==> config.mk <==
export PLATFORM = sky130hd
export DESIGN_NAME = ddcc_core
export DESIGN_NICKNAME = d
export VERILOG_FILES = /design/src/common/ddcc_pkg.sv /design/src/ddcc_rename_pool.sv /design/src/ddcc_core.sv
export SDC_FILE = /design/constraint.sdc
export NUM_CORES = 1
export LEC_CHECK = 0
export BUFFER_PORTS_ARGS = -buffer_cell sky130_fd_sc_hd__buf_2
export CAP_MARGIN = 10
export CORE_MARGIN = 1
export CORE_UTILIZATION = 55
export CTS_BUF_LIST = sky130_fd_sc_hd__clkbuf_16
export CTS_CLUSTER_SIZE = 8
export DETAILED_ROUTE_END_ITERATION = 16
export HOLD_SLACK_MARGIN = 0.1
export MAX_ROUTING_LAYER = met4
export PLACE_DENSITY = 0.74
export SLEW_MARGIN = 5
export SYNTH_ARGS = -nofsm -noshare
export SYNTH_HDL_FRONTEND = slang
export SYNTH_SLANG_ARGS = --single-unit
==> constraint.sdc <==
create_clock -name ref_clk -period 23.8 [get_ports ref_clk]
set_clock_uncertainty 0.2 [all_clocks]
set_input_delay 1.19 -clock ref_clk [delete_from_list [all_inputs] [get_ports ref_clk]]
set_output_delay 1.19 -clock ref_clk [all_outputs]
set_load 0.02 [all_outputs]
==> src/common/ddcc_pkg.sv <==
/*
  Package for the dual dispatch and completion control block: sizes, limits
  and the packed carriers for instructions, finish reports and branches.
  Assumes it is compiled before every file that names ddcc_pkg.
*/
package ddcc_pkg;

  // ****************************************************************
  // sizes and limits
  // ****************************************************************
  localparam int IQ_DEPTH = 6;
  localparam int RQ_DEPTH = 8;
  localparam int TOTAL_MAX = 12;
  localparam int INT_RENAMES = 6;
  localparam int FP_RENAMES = 6;
  localparam int VEC_RENAMES = 6;
  localparam int LOAD_UPDATE_DESTS = 2;
  localparam int DUAL_UPD_MAX = 2;
  localparam int NUM_UNITS = 8;
  localparam int NUM_FIN = 2;
  localparam int UNIT_W = 3;
  localparam int RQ_TAG_W = 3;
  localparam int RN_W = 3;

  // ****************************************************************
  // carriers
  // ****************************************************************
  typedef struct packed {
    logic [UNIT_W-1:0] unit; // execution unit index
    logic int_dst; // writes one integer register
    logic load_update; // load that also writes back its address
    logic fp_dst;
    logic vec_dst;
    logic cr_upd; // updates the condition_register
    logic comp_ser; // completion-serialized
    logic refetch_ser; // refetch-serialized
    logic pair_class; // integer, load, touch, stream or vector class
  } ddcc_insn_t;

  typedef struct packed {
    logic valid;
    logic [RQ_TAG_W-1:0] tag;
    logic exc; // instruction raised an exception
  } ddcc_fin_t;

  typedef struct packed {
    logic valid;
    logic to_link; // branch to link_register
    logic to_count; // branch to count_register
    logic saves_link; // records a return address
    logic dec_and_cr; // decrements count_register and tests condition
    logic cond_on_cr; // conditioned on condition_register
  } ddcc_br_t;

endpackage : ddcc_pkg

==> src/ddcc_rename_pool.sv <==
/*
  Free counter for one rename register file.
  Assumes the caller never allocates more than are free nor releases more
  than are held.
*/
`timescale 1ns/1ps
module ddcc_rename_pool #(
  parameter int N = 6,
  parameter int W = 3
) (
  input wire logic ref_clk,
  input wire logic rst_n,
  input wire logic [W-1:0] alloc,
  input wire logic [W-1:0] release_cnt,
  output logic [W-1:0] free_cnt
);

  logic [W-1:0] next_free_cnt;

  // free count moves by releases minus allocations
  always_comb begin
    next_free_cnt = W'(free_cnt - alloc + release_cnt);
  end

  // every register free after reset
  always_ff @(posedge ref_clk or negedge rst_n) begin
    if (!rst_n) begin
      free_cnt <= W'(N);
    end else begin
      free_cnt <= next_free_cnt;
    end
  end

endmodule : ddcc_rename_pool

==> src/ddcc_core.sv <==
/*
  Dual dispatch and in-order dual completion control.
  Holds the issue_queue and retire_queue, rename free counts for the integer,
  float and vector files, and the branch resolution stall.
  Assumes fetch, the execution units and the branch_unit drive their inputs
  synchronously to ref_clk and report finishes only for dispatched tags.
*/
`timescale 1ns/1ps
module ddcc_core #(
  parameter int IQD = ddcc_pkg::IQ_DEPTH,
  parameter int RQD = ddcc_pkg::RQ_DEPTH,
  parameter int TMAX = ddcc_pkg::TOTAL_MAX,
  parameter int NU = ddcc_pkg::NUM_UNITS
) (
  input wire logic ref_clk,
  input wire logic rst_n,
  input wire logic [1:0] fetch_valid,
  input wire ddcc_pkg::ddcc_insn_t fetch_insn0,
  input wire ddcc_pkg::ddcc_insn_t fetch_insn1,
  output logic fetch_ready,
  input wire logic [NU-1:0] unit_busy,
  input wire logic pred_unresolved,
  input wire logic pred_resolved,
  input wire ddcc_pkg::ddcc_fin_t [ddcc_pkg::NUM_FIN-1:0] fin,
  input wire ddcc_pkg::ddcc_br_t br,
  input wire logic link_ready,
  input wire logic count_ready,
  input wire logic shadow_link_ready,
  input wire logic cr_cond_false,
  output logic [1:0] disp_valid,
  output ddcc_pkg::ddcc_insn_t disp_insn0,
  output ddcc_pkg::ddcc_insn_t disp_insn1,
  output logic [ddcc_pkg::RQ_TAG_W-1:0] disp_tag0,
  output logic [1:0] ret_valid,
  output logic [ddcc_pkg::RQ_TAG_W-1:0] ret_tag0,
  output logic head_exc,
  output logic br_stall,
  output logic br_go
);

  localparam int IAW = $clog2(IQD);
  localparam int RAW = ddcc_pkg::RQ_TAG_W;
  localparam int RN = ddcc_pkg::RN_W;
  localparam int TW = $clog2(IQD + RQD + 1); // holds both queues full

  // ****************************************************************
  // state
  // ****************************************************************
  ddcc_pkg::ddcc_insn_t iq_mem [IQD];
  ddcc_pkg::ddcc_insn_t next_iq_mem [IQD];
  logic [IAW-1:0] iq_rd, iq_wr, next_iq_rd, next_iq_wr;
  logic [IAW:0] iq_cnt, next_iq_cnt;
  ddcc_pkg::ddcc_insn_t rq_mem [RQD];
  ddcc_pkg::ddcc_insn_t next_rq_mem [RQD];
  logic [RQD-1:0] rq_fin, rq_exc, rq_spec, next_rq_fin, next_rq_exc, next_rq_spec;
  logic [RAW-1:0] rq_rd, rq_wr, next_rq_rd, next_rq_wr;
  logic [RAW:0] rq_cnt, next_rq_cnt;
  logic ser_busy, next_ser_busy;
  logic [RN-1:0] int_free, fp_free, vec_free;
  logic [RN-1:0] int_alloc, fp_alloc, vec_alloc, int_rel, fp_rel, vec_rel;
  logic [1:0] next_disp_valid, next_ret_valid;
  logic next_fetch_ready, next_head_exc, next_br_stall, next_br_go;

  // ****************************************************************
  // helpers
  // ****************************************************************
  function automatic logic [IAW-1:0] iq_inc(input logic [IAW-1:0] p);
    iq_inc = (p == IAW'(IQD - 1)) ? '0 : IAW'(p + 1'b1);
  endfunction : iq_inc

  function automatic logic [RN-1:0] int_need(input ddcc_pkg::ddcc_insn_t i);
    if (i.load_update) begin
      int_need = RN'(ddcc_pkg::LOAD_UPDATE_DESTS);
    end else begin
      int_need = RN'(i.int_dst);
    end
  endfunction : int_need

  // ****************************************************************
  // dispatch and retire decisions
  // ****************************************************************
  ddcc_pkg::ddcc_insn_t i0, i1, r0, r1;
  logic [RN-1:0] n0, n1;
  logic ok0, ok1, rt0, rt1;
  logic [IAW-1:0] iq_rd1;
  logic [RAW-1:0] rq_rd1;

  // choose among the two oldest entries of each queue
  always_comb begin
    iq_rd1 = iq_inc(iq_rd);
    i0 = iq_mem[iq_rd];
    i1 = iq_mem[iq_rd1];
    n0 = int_need(i0);
    n1 = int_need(i1);
    rq_rd1 = RAW'(rq_rd + 1'b1);
    r0 = rq_mem[rq_rd];
    r1 = rq_mem[rq_rd1];
    // oldest entry
    ok0 = (iq_cnt != '0) && !unit_busy[i0.unit] && (int_free >= n0)
      && (fp_free >= RN'(i0.fp_dst)) && (vec_free >= RN'(i0.vec_dst))
      && (rq_cnt < (RAW+1)'(RQD)) && !ser_busy;
    // second entry sees what the oldest left
    ok1 = ok0 && (iq_cnt >= (IAW+1)'(2)) && !i0.comp_ser && !i0.refetch_ser
      && !unit_busy[i1.unit] && (i1.unit != i0.unit)
      && (int_free >= RN'(n0 + n1)) && (int_free >= n0)
      && (fp_free >= RN'(RN'(i0.fp_dst) + RN'(i1.fp_dst)))
      && (vec_free >= RN'(RN'(i0.vec_dst) + RN'(i1.vec_dst)))
      && ((rq_cnt + 1'b1) < (RAW+1)'(RQD));
    // oldest completion entry
    rt0 = (rq_cnt != '0) && rq_fin[rq_rd] && !rq_spec[rq_rd] && !rq_exc[rq_rd];
    // second completion entry
    rt1 = rt0 && (rq_cnt >= (RAW+1)'(2)) && rq_fin[rq_rd1] && !rq_spec[rq_rd1]
      && !rq_exc[rq_rd1]
      && r1.pair_class
      && (RN'(int_need(r0) + int_need(r1)) <= RN'(ddcc_pkg::DUAL_UPD_MAX))
      && (RN'(RN'(r0.fp_dst) + RN'(r1.fp_dst)) <= RN'(ddcc_pkg::DUAL_UPD_MAX))
      && (RN'(RN'(r0.vec_dst) + RN'(r1.vec_dst)) <= RN'(ddcc_pkg::DUAL_UPD_MAX))
      && (RN'(RN'(r0.cr_upd) + RN'(r1.cr_upd)) <= RN'(ddcc_pkg::DUAL_UPD_MAX));
    // renames claimed at dispatch and returned at retirement
    int_alloc = RN'((ok0 ? n0 : '0) + (ok1 ? n1 : '0));
    fp_alloc = RN'(RN'(ok0 & i0.fp_dst) + RN'(ok1 & i1.fp_dst));
    vec_alloc = RN'(RN'(ok0 & i0.vec_dst) + RN'(ok1 & i1.vec_dst));
    int_rel = RN'((rt0 ? int_need(r0) : '0) + (rt1 ? int_need(r1) : '0));
    fp_rel = RN'(RN'(rt0 & r0.fp_dst) + RN'(rt1 & r1.fp_dst));
    vec_rel = RN'(RN'(rt0 & r0.vec_dst) + RN'(rt1 & r1.vec_dst));
  end

  // ****************************************************************
  // issue_queue next state
  // ****************************************************************
  logic [1:0] push_n;
  always_comb begin
    next_iq_mem = iq_mem;
    next_iq_rd = iq_rd;
    next_iq_wr = iq_wr;
    push_n = '0;
    // fetch writes in program order when room was offered
    if (fetch_ready && fetch_valid[0]) begin
      next_iq_mem[next_iq_wr] = fetch_insn0;
      next_iq_wr = iq_inc(next_iq_wr);
      push_n = 2'h1;
      if (fetch_valid[1]) begin
        next_iq_mem[next_iq_wr] = fetch_insn1;
        next_iq_wr = iq_inc(next_iq_wr);
        push_n = 2'h2;
      end
    end
    if (ok0) begin
      next_iq_rd = ok1 ? iq_inc(iq_rd1) : iq_rd1;
    end
    next_iq_cnt = (IAW+1)'(iq_cnt + push_n - (IAW+1)'(ok0) - (IAW+1)'(ok1));
  end

  // ****************************************************************
  // retire_queue next state
  // ****************************************************************
  always_comb begin
    next_rq_mem = rq_mem;
    next_rq_fin = rq_fin;
    next_rq_exc = rq_exc;
    next_rq_spec = rq_spec;
    next_rq_wr = rq_wr;
    next_rq_rd = rq_rd;
    // resolution clears speculation on every held entry
    if (pred_resolved) begin
      next_rq_spec = '0;
    end
    // finish reports mark entries done
    for (int k = 0; k < ddcc_pkg::NUM_FIN; k++) begin
      if (fin[k].valid) begin
        next_rq_fin[fin[k].tag] = 1'b1;
        next_rq_exc[fin[k].tag] = fin[k].exc;
      end
    end
    // new entries are marked speculative while a branch is still unresolved
    if (ok0) begin
      next_rq_mem[rq_wr] = i0;
      next_rq_fin[rq_wr] = 1'b0;
      next_rq_exc[rq_wr] = 1'b0;
      next_rq_spec[rq_wr] = pred_unresolved;
      next_rq_wr = RAW'(rq_wr + 1'b1);
    end
    if (ok1) begin
      next_rq_mem[next_rq_wr] = i1;
      next_rq_fin[next_rq_wr] = 1'b0;
      next_rq_exc[next_rq_wr] = 1'b0;
      next_rq_spec[next_rq_wr] = pred_unresolved;
      next_rq_wr = RAW'(next_rq_wr + 1'b1);
    end
    if (rt0) begin
      next_rq_rd = rt1 ? RAW'(rq_rd + 2'h2) : rq_rd1;
    end
    next_rq_cnt = (RAW+1)'(rq_cnt + (RAW+1)'(ok0) + (RAW+1)'(ok1) - (RAW+1)'(rt0) - (RAW+1)'(rt1));
    // completion-serialized instruction blocks dispatch until it retires, set wins
    next_ser_busy = ser_busy;
    if ((rt0 && r0.comp_ser) || (rt1 && r1.comp_ser)) begin
      next_ser_busy = 1'b0;
    end
    if ((ok0 && i0.comp_ser) || (ok1 && i1.comp_ser)) begin
      next_ser_busy = 1'b1;
    end
  end

  // ****************************************************************
  // outputs next state
  // ****************************************************************
  logic [TW-1:0] next_total;
  always_comb begin
    next_total = TW'(next_iq_cnt) + TW'(next_rq_cnt);
    // room for two more in issue_queue and in the whole core
    next_fetch_ready = (next_iq_cnt <= (IAW+1)'(IQD - 2))
      && (next_total <= TW'(TMAX - 2));
    next_disp_valid = {ok1, ok0};
    next_ret_valid = {rt1, rt0};
    next_head_exc = (rq_cnt != '0) && rq_fin[rq_rd] && rq_exc[rq_rd];
    // branch resolution stalls on missing registers or, for a condition branch, an unresolved prediction
    next_br_stall = br.valid && ((br.to_link && !link_ready) || (br.to_count && !count_ready)
      || (br.saves_link && !shadow_link_ready))
      || br.valid && br.dec_and_cr && !(count_ready || cr_cond_false)
      || br.valid && br.cond_on_cr && pred_unresolved;
    next_br_go = br.valid && !next_br_stall;
  end

  // ****************************************************************
  // registers
  // ****************************************************************
  always_ff @(posedge ref_clk or negedge rst_n) begin
    if (!rst_n) begin
      for (int k = 0; k < IQD; k++) begin
        iq_mem[k] <= '0;
      end
      for (int k = 0; k < RQD; k++) begin
        rq_mem[k] <= '0;
      end
      iq_rd <= '0;
      iq_wr <= '0;
      iq_cnt <= '0;
      rq_fin <= '0;
      rq_exc <= '0;
      rq_spec <= '0;
      rq_rd <= '0;
      rq_wr <= '0;
      rq_cnt <= '0;
      ser_busy <= 1'b0;
      fetch_ready <= 1'b0;
      disp_valid <= '0;
      disp_insn0 <= '0;
      disp_insn1 <= '0;
      disp_tag0 <= '0;
      ret_valid <= '0;
      ret_tag0 <= '0;
      head_exc <= 1'b0;
      br_stall <= 1'b0;
      br_go <= 1'b0;
    end else begin
      iq_mem <= next_iq_mem;
      rq_mem <= next_rq_mem;
      iq_rd <= next_iq_rd;
      iq_wr <= next_iq_wr;
      iq_cnt <= next_iq_cnt;
      rq_fin <= next_rq_fin;
      rq_exc <= next_rq_exc;
      rq_spec <= next_rq_spec;
      rq_rd <= next_rq_rd;
      rq_wr <= next_rq_wr;
      rq_cnt <= next_rq_cnt;
      ser_busy <= next_ser_busy;
      fetch_ready <= next_fetch_ready;
      disp_valid <= next_disp_valid;
      disp_insn0 <= i0;
      disp_insn1 <= i1;
      disp_tag0 <= rq_wr;
      ret_valid <= next_ret_valid;
      ret_tag0 <= rq_rd;
      head_exc <= next_head_exc;
      br_stall <= next_br_stall;
      br_go <= next_br_go;
    end
  end

  // ****************************************************************
  // rename pools
  // ****************************************************************
  ddcc_rename_pool #(.N(ddcc_pkg::INT_RENAMES), .W(RN)) u_int_pool (
    .ref_clk(ref_clk),
    .rst_n(rst_n),
    .alloc(int_alloc),
    .release_cnt(int_rel),
    .free_cnt(int_free)
  );

  ddcc_rename_pool #(.N(ddcc_pkg::FP_RENAMES), .W(RN)) u_fp_pool (
    .ref_clk(ref_clk),
    .rst_n(rst_n),
    .alloc(fp_alloc),
    .release_cnt(fp_rel),
    .free_cnt(fp_free)
  );

  ddcc_rename_pool #(.N(ddcc_pkg::VEC_RENAMES), .W(RN)) u_vec_pool (
    .ref_clk(ref_clk),
    .rst_n(rst_n),
    .alloc(vec_alloc),
    .release_cnt(vec_rel),
    .free_cnt(vec_free)
  );

endmodule : ddcc_core

== After elaboration in Yosys (flattened, before gate mapping) ==
Cells that the tools add are included.
Widths: inputs -> output; s select.
Storage, ports and cells
  bits in registers: 244
  word-level logic and storage cells: 433
Cells by class
  add/sub/neg operators: 36
  bitwise operators: 24
  equality and inequality tests: 5
  multiplexer cells: 87
  magnitude comparators: 40
  reductions and logical operators: 76
Operators with widths (number)
  $bwmux 88: 2
  $mux 88: 2
  $bmux 11 s3: 4
  $bwmux 66: 2
  $demux 11 s3: 4
  $mux 8: 15
  $mux 11: 8
  $mux 66: 1
  $logic_and 1x1->1: 52
  $mux 3: 13
  $and 8x8->8: 4
  $bwmux 8: 4
  $ge 4x4->1 const B: 8
  $lt 3x4->1 const B: 8
  $not 3->4: 8
  $bmux 1 s3: 8
  $add 3x1->3 const B: 7
  $add 1x1->2: 9
  $lt 4x1->1 const B: 4
  $not 8->8: 2
  $or 8x8->8: 2
  $sub 4x1->4: 4
  $add 3x3->3: 5
  $logic_not 1->1: 14
  27 further kinds: 78

== Depth between registers and ports, before layout ==
  depth in word-level cells: 29
  mapped depth: 31
  depth with buffers taken out: 28

== Hierarchy ==
A second synthesis with hierarchy kept.
Unflattened totals
  cell total of the unflattened synthesis: 1182
  area, all modules: 12294.3 µm²
Modules (own cells, without submodules)
  ddcc_core: cells an instance 1134, area an instance 11678.7 µm², instances 1, sequential area each 4879.7 µm²
  ddcc_rename_pool: cells an instance 16, area an instance 205.2 µm², instances 3, sequential area each 77.6 µm²

== Worst setup path after synthesis ==
OpenSTA, ideal clock, no wires.
  path type: register to register
  start point: register iq_rd[0]
  end point: register fetch_ready
  path buffers: 4
  cell stages (with the launch flop): 32
  clock period less this slack: 7.637 ns
  data required time: 23.514 ns
  setup slack: 16.163 ns
  data arrival time: 7.351 ns
  library setup time: 0.086 ns
  cells stage by stage: dfrtp_1 > buf_6 > buf_6 > buf_4 > mux2i_1 > mux2_2 > mux4_2 > o21ai_1 > nor2b_1 > ha_1 > inv_1 > fa_1 > ha_1 > a21o_1 > a21oi_1 > nor4_2 > o31ai_2 > a211oi_2 > buf_4 > inv_1 > fa_1 > inv_1 > fa_1 > inv_1 > ha_1 > fa_1 > ha_1 > a21o_1 > a21oi_1 > xor2_1 > nor2_1 > nor3_1
RTL lines
  start, declared: line ddcc_core.sv:51  | logic [IAW-1:0] iq_rd, iq_wr, next_iq_rd, next_iq_wr;
  start signal, assigned: line ddcc_core.sv:258  | iq_rd <= next_iq_rd;
  parallel branches: the longest is 21 deep, another holds $add 3x1->3
  $logic_and 1x1->1 (*): line ddcc_core.sv:107  | && (vec_free >= RN'(RN'(i0.vec_dst) + RN'(i1.vec_dst)))
  $logic_and 1x1->1 (*): line ddcc_core.sv:108  | && ((rq_cnt + 1'b1) < (RAW+1)'(RQD));
  named net ok1: line ddcc_core.sv:84  | logic ok0, ok1, rt0, rt1;
  $sub 4x1->4 (*): line ddcc_core.sv:151  | next_iq_cnt = (IAW+1)'(iq_cnt + push_n - (IAW+1)'(ok0) - (IAW+1)'(ok1));
  named net next_iq_cnt[1]: line ddcc_core.sv:52  | logic [IAW:0] iq_cnt, next_iq_cnt;
  $add 4x4->4: line ddcc_core.sv:209  | next_total = TW'(next_iq_cnt) + TW'(next_rq_cnt);
  $le 4x4->1: line ddcc_core.sv:212  | && (next_total <= TW'(TMAX - 2));
  $logic_and 1x1->1 (*): line ddcc_core.sv:212
  named net next_fetch_ready: line ddcc_core.sv:62  | logic next_fetch_ready, next_head_exc, next_br_stall, next_br_go;
  end signal, assigned: line ddcc_core.sv:268  | fetch_ready <= next_fetch_ready;
  end, declared: line ddcc_core.sv:20  | output logic fetch_ready,
Mark *: on every way through the listed nets, which the timed path passes. The select of a mux whose other input is x is not followed.
A chain may end at the register's enable or synchronous reset.

==> flow_metrics.env <==
export IMPL_place_detailed_hpwl_mm=22.5
export IMPL_syn_area_um2=12200
export IMPL_min_period_ns=9.18
export IMPL_drtIter0Drc=775
export IMPL_cts_setup_buffers=0
export IMPL_final_setup_tns_ns=0
export IMPL_worst_slew_pin_slew_ns=1.12
export IMPL_p_int_mw=0.674
export IMPL_design_area_um2=13700
export IMPL_switching_share=0.301
export IMPL_cpPeakStageDelay_ns=1.08
export IMPL_gp_congestion=0.891
export IMPL_p_seq_frac=0.397
export IMPL_hold_buffers=0
export IMPL_p_leak_nw=6.44
export IMPL_worst_setup_path_start_kind="flop"
export IMPL_period_share=0.386
export IMPL_antenna_left=0
export IMPL_ioPinCount=92
export IMPL_rsz0062_at_grt="no"
export IMPL_vias=9388
export IMPL_diodes=0
export IMPL_rows=54
export IMPL_syn_instance_count=1125
export IMPL_synth_edff_count=0
export IMPL_ir_worst_vdd_mv=0.0585
export IMPL_cts_tree="built"
export IMPL_clock_power_share=0.374
export IMPL_endpoint_kind="flop"
export IMPL_core_um2=21800
export IMPL_synth_warnings=0
export IMPL_crit_required_ns=24.04
export IMPL_initial_core_util=0.561
export IMPL_max_freq_mhz=109
export IMPL_antenna_found_initial=0
export IMPL_switchingPower_mw=0.290
export IMPL_die_x_um=151
export IMPL_grt_pass1_vias=9069
export IMPL_finalHoldViolations=0
export IMPL_h_tree_depth=1
export IMPL_area_delta_synth_final_pct=11.7
export IMPL_numCtsBuffers=29
export IMPL_status="finished, final reports clean"
export IMPL_grt_pass1_wl_mm=50.2
export IMPL_n_fill_cell=1800
export IMPL_viasPerCell=6.30
export IMPL_routedWlPerCell_um=21.2
export IMPL_avgSynthCellArea_um2=10.9
export IMPL_hp_class="flop to flop"
export IMPL_synth_flop_cell="dfrtp_1"
export IMPL_placed_cell_area_um2=12900
export IMPL_die_y_um=151
export IMPL_firstDrtPassIters=5
export IMPL_wirelength_mm=31.6
export IMPL_grt_overflow=0
export IMPL_cts_root_buf="clkbuf_16"
export IMPL_worst_ep_arrival_time_ns=9.42
export IMPL_ys_seq_elements=204
export IMPL_slew_viol_final=0
export IMPL_clk_pin_slew_ns=0.05
export IMPL_clock_latency_ns=0.53
export IMPL_yosysSeqAreaShare=0.418
export IMPL_power_density_nw_per_um2=70.6
export IMPL_grt_start_max_net_pins=124
export IMPL_slew_headroom=0.253
export IMPL_async_flop_share=1.00
export IMPL_portBuffers=91
export IMPL_cts_buffer_depth=3
export IMPL_dieArea_um2=22800
export IMPL_cts_sinks=204
export IMPL_yosysUniqueCellTypes=72
export IMPL_num_nets_final=1307
export IMPL_crit_type="flop to flop"
export IMPL_p_comb_frac=0.228
export IMPL_drc=0
export IMPL_layout_drive_gt1_share=0.192
export IMPL_gr_usage_all_layers=0.294
export IMPL_crit_slowest_cell="dfrtp_1"
export IMPL_setup_viol=0
export IMPL_drv_cap=0
export IMPL_ctsResizeCount=0
export IMPL_syn_nets=1235
export IMPL_crit_fanout=29
critical path: cells and delay by family (launching register included):
| family | cells | cell delay, ns |
|---|---|---|
| compound gates | 6 | 1.26 |
| xor+xnor | 1 | 0.17 |
| fa+ha+maj | 7 | 2.61 |
| buf+inv | 5 | 0.77 |
| flops | 1 | 1.08 |
| mux | 3 | 1.73 |
| simple gates | 6 | 1.24 |
cells in the mapped netlist, types with 9 or more instances:
cell type	count	area, um2
dfrtp_1	198	4950
mux2i_1	137	1370
nor2_1	102	383
a21oi_1	84	420
o22ai_1	69	432
inv_1	54	203
nand2_1	48	180
clkbuf_1	44	165
mux4_2	43	968
ha_1	36	450
nor2b_1	26	163
nand2b_1	19	119
fa_1	18	360
xnor2_1	17	149
mux2_2	16	180
a211oi_1	14	105
nor3_1	13	65.1
o21ai_0	12	60.1
nand3_1	11	55.1
xor2_1	10	87.6
and2_1	9	56.3
o21ai_1	9	45.0
cell families (layout without fill, tap and decap cells):
kind of cell	count (synthesis)	in the layout	synth area share
adder cells (fa/ha/maj)	54	54	0.0663
buffers and inverters	121	205	0.0411
multiplexers	199	199	0.209
XOR/XNOR	27	27	0.0193
AND/OR/NAND/NOR	271	271	0.115
flip-flops	204	204	0.418
AO/OA/AOI/OAI	249	249	0.131
state kept, by name, indices dropped and copies added (netlist names), 8 cells and up:
register / flops
disp_insn0: 11
disp_insn1: 11
iq_mem: 66
rq_exc: 8
rq_fin: 8
rq_mem: 48
rq_spec: 8
final timing paths:
path	to	startpoint	slack (ns)	cells after the start
worst min-delay path	u_int_pool.free_cnt[2]	u_int_pool.free_cnt[2]	0.31	1
min in group asynchronous	disp_insn0[4]	rst_n	0.55	1
worst max register to register	fetch_ready	iq_rd[1]	14.62	28
worst max-delay path	fetch_ready	iq_rd[1]	14.62	28
worst min register to register	u_int_pool.free_cnt[2]	u_int_pool.free_cnt[2]	0.31	1
max in group asynchronous	iq_mem[46]	rst_n	21.23	2
stage by stage:
step | power [mW] | std cells | util | hold WS (ns) | setup WS (ns)
after CTS | 0.974 | 1489 | 0.626 | 0.310 | 14.61
after global routing | 1.01 | 1489 | 0.626 | 0.315 | 14.02
after global placement | 0.604 | 1446 | 0.590 | 0.289 | 14.94
after floorplan | 0.543 | 1125 | - | 0.176 | 16.16
final | 0.964 | 1489 | 0.626 | 0.313 | 14.62
after detailed placement | 0.613 | 1446 | 0.590 | 0.302 | 14.54
per-layer routing:
layer,track usage,vias to the layer above,routed length (um)
li1,-,4257,-
met4,0.0725,0,646
met1,0.399,4692,13300
met3,0.0407,49,2140
met5,-,-,0
met2,0.468,390,15500
layout make-up:
cell class,instances,area [um2],share of cell area
well taps,280,350,0.0256
clock inverters,14,58.8,0.00430
inverters,58,220,0.0161
repair buffers,104,562,0.0411
clock buffers,29,726,0.0531
flip-flops and latches,204,5110,0.374
multi-input cells,800,6630,0.485
power by group through the flow:
stage	combinational, mW	clock (mW)	sequential, mW
finish	0.220	0.361	0.383
global route	0.248	0.381	0.386
CTS	0.225	0.366	0.384
detailed placement	0.224	0	0.389
global placement	0.215	0	0.389
floorplan	0.163	0	0.381
cell usage in the layout (no fill, tap or decap), types with 7 or more instances in the layout:
cell type,synthesis,routed
nand2_1,48,48
mux2i_1,137,137
nand3_2,7,7
inv_1,54,66
a211oi_1,14,14
o21ai_1,9,9
and2_1,9,8
clkbuf_16,0,29
a221o_1,7,7
buf_4,5,13
nor2_1,102,102
ha_1,36,36
nand2b_1,19,19
mux2_2,16,16
o22ai_1,69,69
o21ai_0,12,12
dfrtp_1,198,197
nor2b_1,26,26
mux4_2,43,43
o31a_1,7,7
xnor2_1,17,17
buf_2,4,90
fa_1,18,18
a21oi_1,84,84
nor3_1,13,12
xor2_1,10,10
nand3_1,11,11
Note: power is estimated with default switching activity, not from simulation.
